### src/hw/pwm_sync_defines.vh
`ifndef PWM_SYNC_DEFINES_VH
`define PWM_SYNC_DEFINES_VH

// Register byte offsets
`define OFS_SYNC_START_CTRL   12'h110
`define OFS_SYNC_START_TRIG   12'h114
`define OFS_EVENT_STATUS      12'h120
`define OFS_IRQ_STATUS        12'h130
`define OFS_IRQ_MASK          12'h134
`define OFS_CAPTURE_IN_EN     12'h200

// Reset values
`define RST_SYNC_START_CTRL   32'h0000_0000
`define RST_EVENT_STATUS      32'h0000_0000
`define RST_CAPTURE_IN_EN     32'h0000_0000
`define RST_IRQ_MASK          3'h0

// Field positions
`define BIT_SYNC_START_TRIG   0
`define BIT_SSEN0             0
`define BIT_SSEN2             2
`define BIT_SSEN4             4
`define POS_SYNC_START_SOURCE_SELECT_LO           8
`define POS_SYNC_START_SOURCE_SELECT_HI           9
`define POS_CONV_TRIG_LO      16
`define POS_CONV_TRIG_HI      21
`define BIT_TOP0              0
`define BIT_TOP2              2
`define BIT_TOP4              4
`define POS_CAPEN_HI          5

// Sync start source codes
`define SYNC_START_SOURCE_SELECT_PWM0             2'h0
`define SYNC_START_SOURCE_SELECT_PWM1             2'h1
`define SYNC_START_SOURCE_SELECT_BPWM0            2'h2
`define SYNC_START_SOURCE_SELECT_BPWM1            2'h3

// Counter top value
`define COUNTER_TOP           16'hFFFF

// Interrupt status bits
`define IRQ_SYNC_START        0
`define IRQ_CONV_TRIG         1
`define IRQ_COUNTER_TOP       2

// AXI responses
`define RESP_OKAY             2'h0
`define RESP_SLVERR           2'h2

`endif

### src/hw/axil_slave_port.v
`timescale 1ns/1ps
`default_nettype none
`include "pwm_sync_defines.vh"

// AXI4-Lite front end: one write and one read in flight, turned into
// single-cycle register strobes for the parent.
module axil_slave_port #(
  parameter AW = 12
) (
  input  wire          clk_i,
  input  wire          nrst_i,
  input  wire [AW-1:0] awaddr_i,
  input  wire          awvalid_i,
  output wire          awready_o,
  input  wire [31:0]   wdata_i,
  input  wire [3:0]    wstrb_i,
  input  wire          wvalid_i,
  output wire          wready_o,
  output wire [1:0]    bresp_o,
  output wire          bvalid_o,
  input  wire          bready_i,
  input  wire [AW-1:0] araddr_i,
  input  wire          arvalid_i,
  output wire          arready_o,
  output wire [31:0]   rdata_o,
  output wire [1:0]    rresp_o,
  output wire          rvalid_o,
  input  wire          rready_i,
  output wire          wr_en_o,
  output wire [AW-1:0] wr_addr_o,
  output wire [31:0]   wr_data_o,
  output wire [3:0]    wr_strb_o,
  input  wire          wr_err_i,
  output wire          rd_en_o,
  output wire [AW-1:0] rd_addr_o,
  input  wire [31:0]   rd_data_i,
  input  wire          rd_err_i
);

  reg          aw_held_r;   // Write address captured
  reg [AW-1:0] aw_addr_r;   // Captured write address
  reg          w_held_r;    // Write data captured
  reg [31:0]   w_data_r;    // Captured write data
  reg [3:0]    w_strb_r;    // Captured byte strobes
  reg          bvalid_r;    // Write response pending
  reg [1:0]    bresp_r;     // Write response code
  reg          rvalid_r;    // Read response pending
  reg [31:0]   rdata_r;     // Read data
  reg [1:0]    rresp_r;     // Read response code

  // Channels accept only while nothing is pending on that side
  assign awready_o = ~aw_held_r & ~bvalid_r;
  assign wready_o  = ~w_held_r & ~bvalid_r;
  assign arready_o = ~rvalid_r;

  // Register strobes towards the parent
  assign wr_en_o   = aw_held_r & w_held_r & ~bvalid_r;
  assign wr_addr_o = aw_addr_r;
  assign wr_data_o = w_data_r;
  assign wr_strb_o = w_strb_r;
  assign rd_en_o   = arvalid_i & ~rvalid_r;
  assign rd_addr_o = araddr_i;

  assign bvalid_o = bvalid_r;
  assign bresp_o  = bresp_r;
  assign rvalid_o = rvalid_r;
  assign rdata_o  = rdata_r;
  assign rresp_o  = rresp_r;

  // Write address and data capture, in either order
  always @(posedge clk_i or negedge nrst_i) begin
    if (!nrst_i) begin
      aw_held_r <= 1'b0;
      aw_addr_r <= {AW{1'b0}};
      w_held_r  <= 1'b0;
      w_data_r  <= 32'h0000_0000;
      w_strb_r  <= 4'h0;
      bvalid_r  <= 1'b0;
      bresp_r   <= `RESP_OKAY;
    end else begin
      if (awvalid_i && awready_o) begin
        aw_held_r <= 1'b1;
        aw_addr_r <= awaddr_i;
      end
      if (wvalid_i && wready_o) begin
        w_held_r <= 1'b1;
        w_data_r <= wdata_i;
        w_strb_r <= wstrb_i;
      end
      // Both halves present: commit and answer
      if (wr_en_o) begin
        aw_held_r <= 1'b0;
        w_held_r  <= 1'b0;
        bvalid_r  <= 1'b1;
        bresp_r   <= wr_err_i ? `RESP_SLVERR : `RESP_OKAY;
      end else if (bvalid_r && bready_i) begin
        bvalid_r <= 1'b0;
      end
    end
  end

  // Read: data sampled on the address handshake
  always @(posedge clk_i or negedge nrst_i) begin
    if (!nrst_i) begin
      rvalid_r <= 1'b0;
      rdata_r  <= 32'h0000_0000;
      rresp_r  <= `RESP_OKAY;
    end else if (rd_en_o) begin
      rvalid_r <= 1'b1;
      rdata_r  <= rd_data_i;
      rresp_r  <= rd_err_i ? `RESP_SLVERR : `RESP_OKAY;
    end else if (rvalid_r && rready_i) begin
      rvalid_r <= 1'b0;
    end
  end

endmodule // axil_slave_port
`default_nettype wire

### src/hw/pwm_sync_start_status_capture_gate.v
// Function
// RULE1: Trigger write sets enabled channels' run enables
// RULE2: Both instances start in the same cycle
// RULE3: Trigger is write-only bit 0, rest reserved
// RULE4: Trigger exists only in first instance
// RULE5: Sticky conversion trigger flags, write 1 clears
// RULE6: Sticky counter top flag until write 1
// RULE7: Top flags only for counters 0, 2, 4
// RULE8: Disabled capture path feeds constant zero
// RULE9: Enabled capture path passes pin signal
// RULE10: Even channel sync enable gates the start
// RULE11: Two-bit source select picks start origin
// RULE12: Writing 0 does nothing; trigger reads zero
//
// Implementation choice: the AXI4-Lite slave port.
`timescale 1ns/1ps
`default_nettype none
`include "pwm_sync_defines.vh"

module pwm_sync_start_status_capture_gate #(
  parameter NCH = 6,   // Channels per instance
  parameter CW  = 16   // Time-base counter width
) (
  input  wire              clk_i,
  input  wire              nrst_i,
  // AXI4-Lite slave
  input  wire [11:0]       s_axi_awaddr_i,
  input  wire              s_axi_awvalid_i,
  output wire              s_axi_awready_o,
  input  wire [31:0]       s_axi_wdata_i,
  input  wire [3:0]        s_axi_wstrb_i,
  input  wire              s_axi_wvalid_i,
  output wire              s_axi_wready_o,
  output wire [1:0]        s_axi_bresp_o,
  output wire              s_axi_bvalid_o,
  input  wire              s_axi_bready_i,
  input  wire [11:0]       s_axi_araddr_i,
  input  wire              s_axi_arvalid_i,
  output wire              s_axi_arready_o,
  output wire [31:0]       s_axi_rdata_o,
  output wire [1:0]        s_axi_rresp_o,
  output wire              s_axi_rvalid_o,
  input  wire              s_axi_rready_i,
  // Second instance sync control and external start sources
  input  wire [2:0]        sync_start_enable_inst1_i,
  input  wire [1:0]        sync_start_source_select_inst1_i,
  input  wire              pwm1_start_pulse_i,
  input  wire              bpwm0_start_pulse_i,
  input  wire              bpwm1_start_pulse_i,
  // Run enable set pulses for both instances
  output wire [NCH-1:0]    counter_run_enable_set_inst0_o,
  output wire [NCH-1:0]    counter_run_enable_set_inst1_o,
  // Event inputs of this instance
  input  wire [NCH-1:0]    conv_trigger_pulse_i,
  input  wire [3*CW-1:0]   counter_value_i,
  // Capture path
  input  wire [NCH-1:0]    capture_pin_i,
  output wire [NCH-1:0]    capture_in_o,
  // Interrupt
  output wire              irq_o
);

  // Bus strobes from the front end
  wire        wr_en;       // Write commit pulse
  wire [11:0] wr_addr;     // Write address
  wire [31:0] wr_data;     // Write data
  wire [3:0]  wr_strb;     // Byte strobes
  wire        rd_en;       // Read pulse
  wire [11:0] rd_addr;     // Read address
  reg  [31:0] rd_data;     // Read mux
  reg         rd_err;      // Unmapped read
  reg         wr_err;      // Unmapped write

  // Registers
  reg [2:0]       sync_start_enable_r;        // Even channel enables
  reg [1:0]       sync_start_source_select_r; // Start origin
  reg [NCH-1:0]   conv_trigger_flag_r;        // Sticky conversion flags
  reg [2:0]       counter_top_flag_r;         // Sticky top flags 0,2,4
  reg [NCH-1:0]   capture_path_enable_r;      // Capture gates
  reg [NCH-1:0]   capture_in_r;               // Gated capture inputs
  reg [NCH-1:0]   run_set0_r;                 // Instance 0 start pulses
  reg [NCH-1:0]   run_set1_r;                 // Instance 1 start pulses
  reg [2:0]       irq_status_r;               // Read-clear interrupt flags
  reg [2:0]       irq_mask_r;                 // Interrupt mask

  // Byte-strobe expanded write data
  wire [31:0] wmask = {{8{wr_strb[3]}}, {8{wr_strb[2]}}, {8{wr_strb[1]}}, {8{wr_strb[0]}}};
  wire [31:0] wbits = wr_data & wmask;

  // Address hits for writes, and for the interrupt status read
  wire wr_ctrl = wr_en & (wr_addr == `OFS_SYNC_START_CTRL);
  wire wr_trig = wr_en & (wr_addr == `OFS_SYNC_START_TRIG);
  wire wr_stat = wr_en & (wr_addr == `OFS_EVENT_STATUS);
  wire wr_cap  = wr_en & (wr_addr == `OFS_CAPTURE_IN_EN);
  wire wr_mask = wr_en & (wr_addr == `OFS_IRQ_MASK);
  wire rd_irq  = rd_en & (rd_addr == `OFS_IRQ_STATUS);

  // Software trigger: only a 1 in bit 0 with its byte enabled counts
  wire sw_trigger = wr_trig & wbits[`BIT_SYNC_START_TRIG]; // RULE3 RULE12 RULE4

  axil_slave_port #(
    .AW (12)
  ) u_bus (
    .clk_i     (clk_i),
    .nrst_i    (nrst_i),
    .awaddr_i  (s_axi_awaddr_i),
    .awvalid_i (s_axi_awvalid_i),
    .awready_o (s_axi_awready_o),
    .wdata_i   (s_axi_wdata_i),
    .wstrb_i   (s_axi_wstrb_i),
    .wvalid_i  (s_axi_wvalid_i),
    .wready_o  (s_axi_wready_o),
    .bresp_o   (s_axi_bresp_o),
    .bvalid_o  (s_axi_bvalid_o),
    .bready_i  (s_axi_bready_i),
    .araddr_i  (s_axi_araddr_i),
    .arvalid_i (s_axi_arvalid_i),
    .arready_o (s_axi_arready_o),
    .rdata_o   (s_axi_rdata_o),
    .rresp_o   (s_axi_rresp_o),
    .rvalid_o  (s_axi_rvalid_o),
    .rready_i  (s_axi_rready_i),
    .wr_en_o   (wr_en),
    .wr_addr_o (wr_addr),
    .wr_data_o (wr_data),
    .wr_strb_o (wr_strb),
    .wr_err_i  (wr_err),
    .rd_en_o   (rd_en),
    .rd_addr_o (rd_addr),
    .rd_data_i (rd_data),
    .rd_err_i  (rd_err)
  );

  // Select start origin from a source code
  function sel_source;
    input [1:0] code;
    input       own;
    begin
      case (code)
        `SYNC_START_SOURCE_SELECT_PWM0:  sel_source = own;                 // RULE11
        `SYNC_START_SOURCE_SELECT_PWM1:  sel_source = pwm1_start_pulse_i;  // RULE11
        `SYNC_START_SOURCE_SELECT_BPWM0: sel_source = bpwm0_start_pulse_i; // RULE11
        `SYNC_START_SOURCE_SELECT_BPWM1: sel_source = bpwm1_start_pulse_i; // RULE11
        default:     sel_source = 1'b0;
      endcase
    end
  endfunction

  // Start pulse seen by each instance
  wire start0 = sel_source(sync_start_source_select_r, sw_trigger);
  wire start1 = sel_source(sync_start_source_select_inst1_i, sw_trigger);

  // Counter top detection for counters 0, 2, 4
  wire [2:0] top_hit;
  wire [NCH-1:0] start_set0;
  wire [NCH-1:0] start_set1;
  genvar g;
  generate
    for (g = 0; g < 3; g = g + 1) begin : g_even
      assign top_hit[g] = (counter_value_i[g*CW +: CW] == `COUNTER_TOP); // RULE6 RULE7
      // Even channel enabled by its sync bit; odd channel has none
      assign start_set0[2*g]   = start0 & sync_start_enable_r[g];       // RULE1 RULE10
      assign start_set0[2*g+1] = 1'b0;
      assign start_set1[2*g]   = start1 & sync_start_enable_inst1_i[g]; // RULE1 RULE10
      assign start_set1[2*g+1] = 1'b0;
    end
  endgenerate

  // Control register and mask
  always @(posedge clk_i or negedge nrst_i) begin
    if (!nrst_i) begin
      sync_start_enable_r        <= 3'h0;
      sync_start_source_select_r <= 2'h0;
      capture_path_enable_r      <= {NCH{1'b0}};
      irq_mask_r                 <= `RST_IRQ_MASK;
    end else begin
      // Sync start enables and source
      if (wr_ctrl) begin
        if (wr_strb[0]) begin
          sync_start_enable_r <= {wr_data[`BIT_SSEN4], wr_data[`BIT_SSEN2],
                                  wr_data[`BIT_SSEN0]};
        end
        if (wr_strb[1]) begin
          sync_start_source_select_r <= wr_data[`POS_SYNC_START_SOURCE_SELECT_HI:`POS_SYNC_START_SOURCE_SELECT_LO];
        end
      end
      // Capture enables
      if (wr_cap && wr_strb[0]) begin
        capture_path_enable_r <= wr_data[`POS_CAPEN_HI:0];
      end
      // Interrupt mask
      if (wr_mask && wr_strb[0]) begin
        irq_mask_r <= wr_data[2:0];
      end
    end
  end

  // Run enable set pulses, registered so both instances align
  always @(posedge clk_i or negedge nrst_i) begin
    if (!nrst_i) begin
      run_set0_r <= {NCH{1'b0}};
      run_set1_r <= {NCH{1'b0}};
    end else begin
      run_set0_r <= start_set0; // RULE2
      run_set1_r <= start_set1; // RULE2
    end
  end

  assign counter_run_enable_set_inst0_o = run_set0_r;
  assign counter_run_enable_set_inst1_o = run_set1_r;

  // Sticky event flags, set wins over write-one clear
  always @(posedge clk_i or negedge nrst_i) begin
    if (!nrst_i) begin
      conv_trigger_flag_r <= {NCH{1'b0}};
      counter_top_flag_r  <= 3'h0;
    end else begin
      conv_trigger_flag_r <= (conv_trigger_flag_r
                              & ~({NCH{wr_stat}} & wbits[`POS_CONV_TRIG_HI:`POS_CONV_TRIG_LO]))
                             | conv_trigger_pulse_i; // RULE5
      counter_top_flag_r  <= (counter_top_flag_r
                              & ~({3{wr_stat}} & {wbits[`BIT_TOP4], wbits[`BIT_TOP2],
                                                  wbits[`BIT_TOP0]}))
                             | top_hit; // RULE6 RULE7
    end
  end

  // Interrupt flags, cleared by reading, set wins
  wire [2:0] irq_events = {|top_hit, |conv_trigger_pulse_i, start0 | start1};
  always @(posedge clk_i or negedge nrst_i) begin
    if (!nrst_i) begin
      irq_status_r <= 3'h0;
    end else begin
      irq_status_r <= (irq_status_r & ~{3{rd_irq}}) | irq_events;
    end
  end

  assign irq_o = |(irq_status_r & irq_mask_r);

  // Capture gate: zero when disabled, pin when enabled
  always @(posedge clk_i or negedge nrst_i) begin
    if (!nrst_i) begin
      capture_in_r <= {NCH{1'b0}};
    end else begin
      capture_in_r <= capture_pin_i & capture_path_enable_r; // RULE8 RULE9
    end
  end

  assign capture_in_o = capture_in_r;

  // Read mux and decode errors
  always @* begin
    rd_data = 32'h0000_0000;
    rd_err  = 1'b0;
    case (rd_addr)
      // Enables and source select
      `OFS_SYNC_START_CTRL: begin
        rd_data[`BIT_SSEN0] = sync_start_enable_r[0];
        rd_data[`BIT_SSEN2] = sync_start_enable_r[1];
        rd_data[`BIT_SSEN4] = sync_start_enable_r[2];
        rd_data[`POS_SYNC_START_SOURCE_SELECT_HI:`POS_SYNC_START_SOURCE_SELECT_LO] = sync_start_source_select_r;
      end
      // Write-only trigger reads zero
      `OFS_SYNC_START_TRIG: begin
        rd_data = 32'h0000_0000; // RULE12 RULE3
      end
      // Event flags; reserved bits stay zero
      `OFS_EVENT_STATUS: begin
        rd_data[`POS_CONV_TRIG_HI:`POS_CONV_TRIG_LO] = conv_trigger_flag_r;
        rd_data[`BIT_TOP0] = counter_top_flag_r[0];
        rd_data[`BIT_TOP2] = counter_top_flag_r[1];
        rd_data[`BIT_TOP4] = counter_top_flag_r[2];
      end
      // Interrupt flags
      `OFS_IRQ_STATUS: begin
        rd_data[2:0] = irq_status_r;
      end
      // Interrupt mask
      `OFS_IRQ_MASK: begin
        rd_data[2:0] = irq_mask_r;
      end
      // Capture enables
      `OFS_CAPTURE_IN_EN: begin
        rd_data[`POS_CAPEN_HI:0] = capture_path_enable_r;
      end
      // Unmapped
      default: begin
        rd_err = 1'b1;
      end
    endcase
  end

  // Write decode error
  always @* begin
    case (wr_addr)
      `OFS_SYNC_START_CTRL: wr_err = 1'b0;
      `OFS_SYNC_START_TRIG: wr_err = 1'b0;
      `OFS_EVENT_STATUS:    wr_err = 1'b0;
      `OFS_IRQ_STATUS:      wr_err = 1'b0;
      `OFS_IRQ_MASK:        wr_err = 1'b0;
      `OFS_CAPTURE_IN_EN:   wr_err = 1'b0;
      default:              wr_err = 1'b1;
    endcase
  end

endmodule // pwm_sync_start_status_capture_gate
`default_nettype wire

### config.mk
export PLATFORM = sky130hd
export DESIGN_NAME = pwm_sync_start_status_capture_gate
export DESIGN_NICKNAME = d
export VERILOG_FILES = /design/src/hw/axil_slave_port.v /design/src/hw/pwm_sync_start_status_capture_gate.v
export VERILOG_INCLUDE_DIRS = /design/src /design/src/hw
export SDC_FILE = /design/constraint.sdc
export NUM_CORES = 1
export LEC_CHECK = 0
export ABC_CLOCK_PERIOD_IN_PS = 6300
export BUFFER_PORTS_ARGS = -buffer_cell sky130_fd_sc_hd__buf_2
export CAP_MARGIN = 20
export CORE_MARGIN = 5
export CORE_UTILIZATION = 56
export CTS_BUF_LIST = sky130_fd_sc_hd__clkbuf_2
export DETAILED_ROUTE_END_ITERATION = 12
export GPL_ROUTABILITY_DRIVEN = 1
export PLACE_DENSITY = 0.92
export REMOVE_ABC_BUFFERS = 1
export SLEW_MARGIN = 5
export SYNTH_ARGS = -nofsm -noshare
export SYNTH_HDL_FRONTEND = slang
export SYNTH_HIERARCHICAL = 1
export SYNTH_SLANG_ARGS = --single-unit
export TNS_END_PERCENT = 30
### constraint.sdc
create_clock -name clk_i -period 6.3 [get_ports clk_i]
set_clock_uncertainty 0.1 [all_clocks]
set_input_delay 1.89 -clock clk_i [delete_from_list [all_inputs] [get_ports clk_i]]
set_output_delay 1.89 -clock clk_i [all_outputs]
set_load 0.01 [all_outputs]
==> key figures, run 1 <==
Setup path
  – Required time at the endpoint of the critical path: 4.31 ns
  – Launch instance of the worst register-to-register path: u_bus/bvalid_o
  – Critical Path Sink Type: output pin
  – Crit path max-delay family: flip-flops
  – Nature of the critical path startpoint: flop
  – CP Class: reg -> out
  – Crit path buffers/inverters: 2
  – End of the worst register-to-register path: conv_trigger_flag_r[4]
  – Worst R2R Path Depth: 6
  – Delay of the slowest cell on the worst path: 0.47 ns
  – Sequence of cells on the critical path: a222oi_1, inv_1, buf_2
  – Slack of the worst reg-to-reg path: 3.88 ns
  – Data arrival time of the worst path: roughly 1.6 ns
  – Worst-path maximum fanout: 3
  – Launching element of the worst setup path: irq_status_r[0]
  – Critical-path cell with the highest stage delay: sky130_fd_sc_hd__dfrtp_1

Placement
  – Number of buffer cells added on primary ports: between 150 and 200
  – Placed Cells incl. Taps: ~640
  – Final GP Congestion: 0.870
  – Final HPWL DP: 8500 um

Power
  – Leakage power: 2.93 nW
  – Fraction of power spent switching nets: 31.9%
  – Part of the power in the clock network: 16.2%
  – Maximum vdd ir drop: 0.203 mV
  – Pwr/cell area: 285 mW/mm^2
  – Switching power: 0.525 mW
  – Internal power: 1.12 mW
  – Sequential fraction of design power: 56.3%
  – Portion of total power attributed to combinational logic: approximately 28%

Global route
  – First-pass GRT wire length: roughly 17000 um
  – Vias in the first global route: ~3600
  – Leftover overflow at the end of global routing: 0
  – Maximum number of pins on one net before global-route repair: 56
  – Number of antenna violations at the first check in global routing: 0
  – Combined global-route utilization of all metal layers: 20.7%

Clock network
  – Sinks on the clock net: 105
  – Clock latency at the later pin of the worst-skew pair: 0.53 ns
  – Post-CTS Hold Fix Bufs: 0
  – CTS buffer count: 9
  – Longest Clk Path Bufs: 2
  – Root cell of the clock tree: sky130_fd_sc_hd__clkbuf_2
  – Number of post-CTS setup repair buffers: 0
  – CTS tree: built
  – Clock transition at the registers of the reported paths: 0.26 ns
  – Number of H-tree branching levels: 3
  – Post-cts sizing count: 0

Die
  – Area of the placeable core: 0.00859 mm^2
  – Row Count: 34
  – Die area: 0.0106 mm^2
  – Chip Width: 103 um
  – Die Y: just over 100 um
  – Initial standard-cell utilization of the core: 56.4%
  – I/O pin count: a little under 200

Final layout
  – Ant. Diodes: 0
  – Fin nets: 680
  – Number of standard cells in the final layout excluding fillers: 658
  – Layout overhead on the synthesized area: 19.5%
  – Share of final-layout standard cells stronger than drive strength 1: between 50 and 60%

Outcome
  – Result of the run: complete, no violations

Drt
  – Pre-Repair DR Iteration Count: 4
  – Routed wire length per instance: 16.5 um
  – Initial DRC Count: 94
  – Detailed-route DRC error count: 0
  – Via count: 3518
  – Count of nets left with antenna violations after detail routing: 0
  – Vias/cell: approximately 5.3
  – Sum of routed wire length over all layers: 10900 um

Synthesis
  – Synth Warn #: 6
  – Netlist area before placement: 0.00484 mm^2
  – Cells after Synth: between 300 and 400
  – Synthesized area per cell: 13.0 um^2

Timing
  – Slew of the pin with the lowest slew margin: 0.906 ns
  – Slew margin rel.: 39.3%
  – Achievable Freq: 283 MHz
  – Final Critical Period: 3.54 ns
  – Final setup violation count: 0
  – Share of the clock period used by the worst path: between 50 and 60%
  – Unrepaired setup endpoints after global routing: no
  – Final setup TNS: 0 ns
  – Hold violation count in the final report: 0
  – Final-report max-slew violation count: 0

Worst hold path
  – Worst Hold End: conv_trigger_flag_r[4]
  – Startpoint of the lowest-slack hold path: conv_trigger_flag_r[4]
  – Hold Crit Depth: 1
  – Class of the tightest hold or removal check: reg -> reg

Flow run
  – Max Cap Viol: 0
## state kept, by name, summed over array words and instances (netlist names), 2 cells and up
| signal | count |
|---|---|
| counter_run_enable_set_inst0_o | 3 |
| counter_run_enable_set_inst1_o | 3 |
| capture_in_o | 6 |
| irq_status_r | 3 |
| conv_trigger_flag_r | 6 |
| u_bus/wr_data_o | 14 |
| u_bus/wr_addr_o | 12 |
| u_bus/wr_strb_o | 3 |
| capture_path_enable_r | 6 |
| u_bus/rdata_o | 32 |
| sync_start_source_select_r | 2 |
| irq_mask_r | 3 |
| counter_top_flag_r | 3 |
| sync_start_enable_r | 3 |
## cell usage in the layout (no fill, tap or decap), drive strengths merged, types with 2 or more instances in the layout
master	count
and2	14
mux2	79
nand2	18
conb	26
nand2b	3
a21o	11
or4b	2
and3	5
nor4	10
inv	8
nor3b	4
nand3	2
nand4b	3
nor2b	11
o22ai	2
nand3b	3
o21ai	3
or4	2
nand4	16
nor3	2
nor2	15
buf	170
a21oi	4
clkinv	3
clkinvlp	2
a221o	2
mux2i	4
dfrtp	105
clkbuf	11
## stage by stage
stage	hold WS [ns]	util [%]	worst slack (ns)	cell area, um^2	power [mW]
3_3_place_gp	0.351	66.4	2.44	5700	1.36
5_1_grt	0.439	67.4	2.62	5790	1.74
4_1_cts	0.410	67.4	2.71	5790	1.66
3_5_place_dp	0.361	66.4	2.33	5700	1.40
2_1_floorplan	0.341	-	1.79	4690	1.22
6_report	0.405	67.4	2.76	5790	1.65
## how the worst max path moves through the flow
stage,slack [ns],to,cells after the start
after floorplan,1.79,irq_status_r[2],4
after global placement,2.44,u_bus/rdata_o[4],6
after detailed placement,2.33,u_bus/rdata_o[4],6
after CTS,2.71,irq_o,3
after global routing,2.62,irq_o,3
final,2.76,irq_o,3
## area by class of cell
| type | count | area, um^2 |
|---|---|---|
| clock inverter | 5 | 32.5 |
| inverter | 8 | 30.0 |
| multi-input combinational | 251 | 2050 |
| fill | 688 | 2800 |
| timing repair buffer | 170 | 861 |
| tap | 108 | 135 |
| sequential | 105 | 2630 |
| clock buffer | 11 | 55.1 |
## metal layers
layer	GRT usage, %	share of wire, %	wire (um)
met1	25.6	40	4360
met2	36.6	52	5600
met4	5.18	1.3	141
met3	4.94	7.1	771
met5	0	0	0
## power groups by stage
stage	combinational (mW)	clock (mW)	sequential (mW)
finish	0.453	0.267	0.929
global route	0.492	0.304	0.947
CTS	0.457	0.274	0.928
detailed placement	0.455	0	0.941
global placement	0.434	0	0.928
floorplan	0.303	0	0.919
(Power assumes the default switching activity.)
==> run 2: changes to the inputs <==
ABC_AREA = 1   (was not set)
ABC_CLOCK_PERIOD_IN_PS = 3000   (was 6300)
CORE_UTILIZATION = 48   (was 56)
PLACE_DENSITY = 0.83   (was 0.92)
clock period = 3 ns   (was 6.3 ns; I/O delays follow)
==> key figures, run 2 <==
Clock network
  – Sinks on the clock net: 105 (unchanged)
  – Clock transition at the registers of the reported paths: 0.32 ns (was 0.26 ns)
  – Number of post-CTS setup repair buffers: 0 (unchanged)
  – CTS buffer count: 9 (unchanged)
  – Number of H-tree branching levels: 3 (unchanged)
  – CTS tree: built (unchanged)
  – Clock latency at the later pin of the worst-skew pair: 0.56 ns (was 0.53 ns)
  – Root cell of the clock tree: sky130_fd_sc_hd__clkbuf_2 (unchanged)
  – Post-CTS Hold Fix Bufs: 0 (unchanged)
  – Post-cts sizing count: 0 (unchanged)
  – Longest Clk Path Bufs: 2 (unchanged)

Drt
  – Count of nets left with antenna violations after detail routing: 0 (unchanged)
  – Initial DRC Count: 236 (was 94)
  – Routed wire length per instance: 12.6 um (was 16.5 um)
  – Sum of routed wire length over all layers: 12200 um (was 10900 um)
  – Pre-Repair DR Iteration Count: 4 (unchanged)
  – Vias/cell: 4.63 (was 5.35)
  – Detailed-route DRC error count: 0 (unchanged)
  – Via count: 4492 (was 3518)

Final layout
  – Number of filler instances in the final layout: 1040 (was 688)
  – Fin nets: 960 (was 680)
  – Share of final-layout standard cells stronger than drive strength 1: 28.3% (was 50.2%)
  – Layout overhead on the synthesized area: 17.9% (was 19.5%)
  – Top library cells by usage in the layout, fill and taps aside: sky130_fd_sc_hd__nand2_1 (259), sky130_fd_sc_hd__buf_2 (166), sky130_fd_sc_hd__dfrtp_1 (105) (was sky130_fd_sc_hd__buf_2 (166), sky130_fd_sc_hd__dfrtp_1 (105), sky130_fd_sc_hd__mux2_2 (59))
  – Most common cell after layout, fill and taps aside: sky130_fd_sc_hd__nand2_1 (was sky130_fd_sc_hd__buf_2)
  – Ant. Diodes: 0 (unchanged)
  – Number of standard cells in the final layout excluding fillers: 970 (was 658)
  – Flip-flop count of the largest register after layout: 32 (unchanged)

Setup path
  – Crit path max-delay family: flip-flops (unchanged)
  – Data arrival time of the worst path: 1.63 ns (was 1.55 ns)
  – Launching element of the worst setup path: u_bus/bvalid_o (was irq_status_r[0])
  – Critical Path Sink Type: output pin (unchanged)
  – Launch instance of the worst register-to-register path: u_bus/bvalid_o (unchanged)
  – Required time at the endpoint of the critical path: 2.00 ns (was 4.31 ns)
  – Worst-path maximum fanout: 19 (was 3)
  – CP Class: reg -> out (unchanged)
  – Sequence of cells on the critical path: nor2_2, buf_4, buf_2 (was a222oi_1, inv_1, buf_2)
  – Critical-path cell with the highest stage delay: sky130_fd_sc_hd__dfrtp_1 (unchanged)
  – Crit path buffers/inverters: 2 (unchanged)
  – Nature of the critical path startpoint: flop (unchanged)
  – Delay of the slowest cell on the worst path: 0.51 ns (was 0.47 ns)

Timing
  – Unrepaired setup endpoints after global routing: no (unchanged)
  – Slew margin rel.: 64.5% (was 39.3%)
  – Final-report max-slew violation count: 0 (unchanged)
  – Slew of the pin with the lowest slew margin: 0.532 ns (was 0.906 ns)
  – Hold violation count in the final report: 0 (unchanged)
  – Setup slack after layout: 0.373 ns (was 2.76 ns)
  – Final setup TNS: 0 ns (unchanged)
  – Final Hold Slack: 0.133 ns (was 0.405 ns)
  – Final setup violation count: 0 (unchanged)
  – Share of the clock period used by the worst path: 87.6%
  – Achievable Freq: approximately 380 MHz
  – Final Critical Period: 2.63 ns

Global route
  – Vias in the first global route: 4411 (was 3584)
  – Maximum number of pins on one net before global-route repair: 48 (was 56)
  – Combined global-route utilization of all metal layers: 18.9% (was 20.7%)
  – Leftover overflow at the end of global routing: 0 (unchanged)
  – First-pass GRT wire length: 20000 um (was 17100 um)
  – Number of antenna violations at the first check in global routing: 0 (unchanged)

Worst hold path
  – Class of the tightest hold or removal check: in -> async (was reg -> reg)

Power
  – Maximum vdd ir drop: 0.515 mV (was 0.203 mV)
  – Pwr/cell area: 579 mW/mm^2 (was 285 mW/mm^2)
  – Leakage power: 3.54 nW (was 2.93 nW)

Die
  – Row Count: 38 (was 34)
  – Die Y: 115 um (was 103 um)
  – Die area: 0.0131 mm^2 (was 0.0106 mm^2)
  – Chip Width: 115 um (was 103 um)
  – Area of the placeable core: 0.0108 mm^2 (was 0.00859 mm^2)
  – Initial standard-cell utilization of the core: 48.6% (was 56.4%)
  – I/O pin count: 195 (unchanged)

Synthesis
  – Netlist area before placement: 0.00524 mm^2 (was 0.00484 mm^2)
  – Cells after Synth: 659 (was 372)
  – Synthesized area per cell: 7.96 um^2 (was 13.0 um^2)
  – Synth Warn #: 6 (unchanged)

Outcome
  – Result of the run: complete, no violations (unchanged)

Placement
  – Number of buffer cells added on primary ports: 167 (unchanged)
  – Final HPWL DP: 9680 um (was 8500 um)
  – Placed Cells incl. Taps: 954 (was 642)
  – Final GP Congestion: 0.899 (was 0.870)
  – Setup slack at placement: 0.810 ns (was 2.33 ns)

Flow run
  – Max Cap Viol: 0 (unchanged)
[run 2: final cells by class]
cell class	count	area, um^2	share of cell area [%]
clock buffers	9	45.0	0.729
clock inverters	7	71.3	1.15
inverters	67	251	4.07
multi-input cells	470	2120	34.3
flip-flops and latches	105	2630	42.5
well taps	140	175	2.83
repair buffers	172	888	14.4
[run 2: final timing paths]
kind                                             to  slack (ns)  depth (start not counted)
setup reg to reg           capture_path_enable_r[5]        1.05                          8
setup / recovery                     s_axi_wready_o        0.37                          3
max in group asynchronous        u_bus/wr_strb_o[1]        2.00                          2
min in group clk_i                   u_bus/rvalid_o        0.35                          2
hold reg to reg                     capture_in_o[5]        0.39                          2
hold / removal                     u_bus/rdata_o[8]        0.13                          1
[run 2: per-layer routing]
metal / up-vias / routed length, um / global-route usage, %
met5: - / 0 / 0
li1: 2327 / - / -
met4: 0 / 163 / 5.23
met3: 20 / 729 / 3.54
met2: 123 / 6190 / 33.2
met1: 2022 / 5100 / 23.7
[run 2: power breakdown]
group          switching [mW]  internal, mW  total (mW)
combinational           0.660         0.372        1.03
sequential              0.212          1.69        1.91
clock                   0.504         0.136       0.640
total                    1.38          2.20        3.58
[run 2: through the flow]
step / total power, mW / util (%) / area, um^2
2_1_floorplan: 2.57 / - / 5000
3_3_place_gp: 2.93 / 56.2 / 6060
3_5_place_dp: 2.98 / 56.2 / 6060
4_1_cts: 3.62 / 57.3 / 6180
5_1_grt: 3.84 / 57.3 / 6180
6_report: 3.58 / 57.3 / 6180
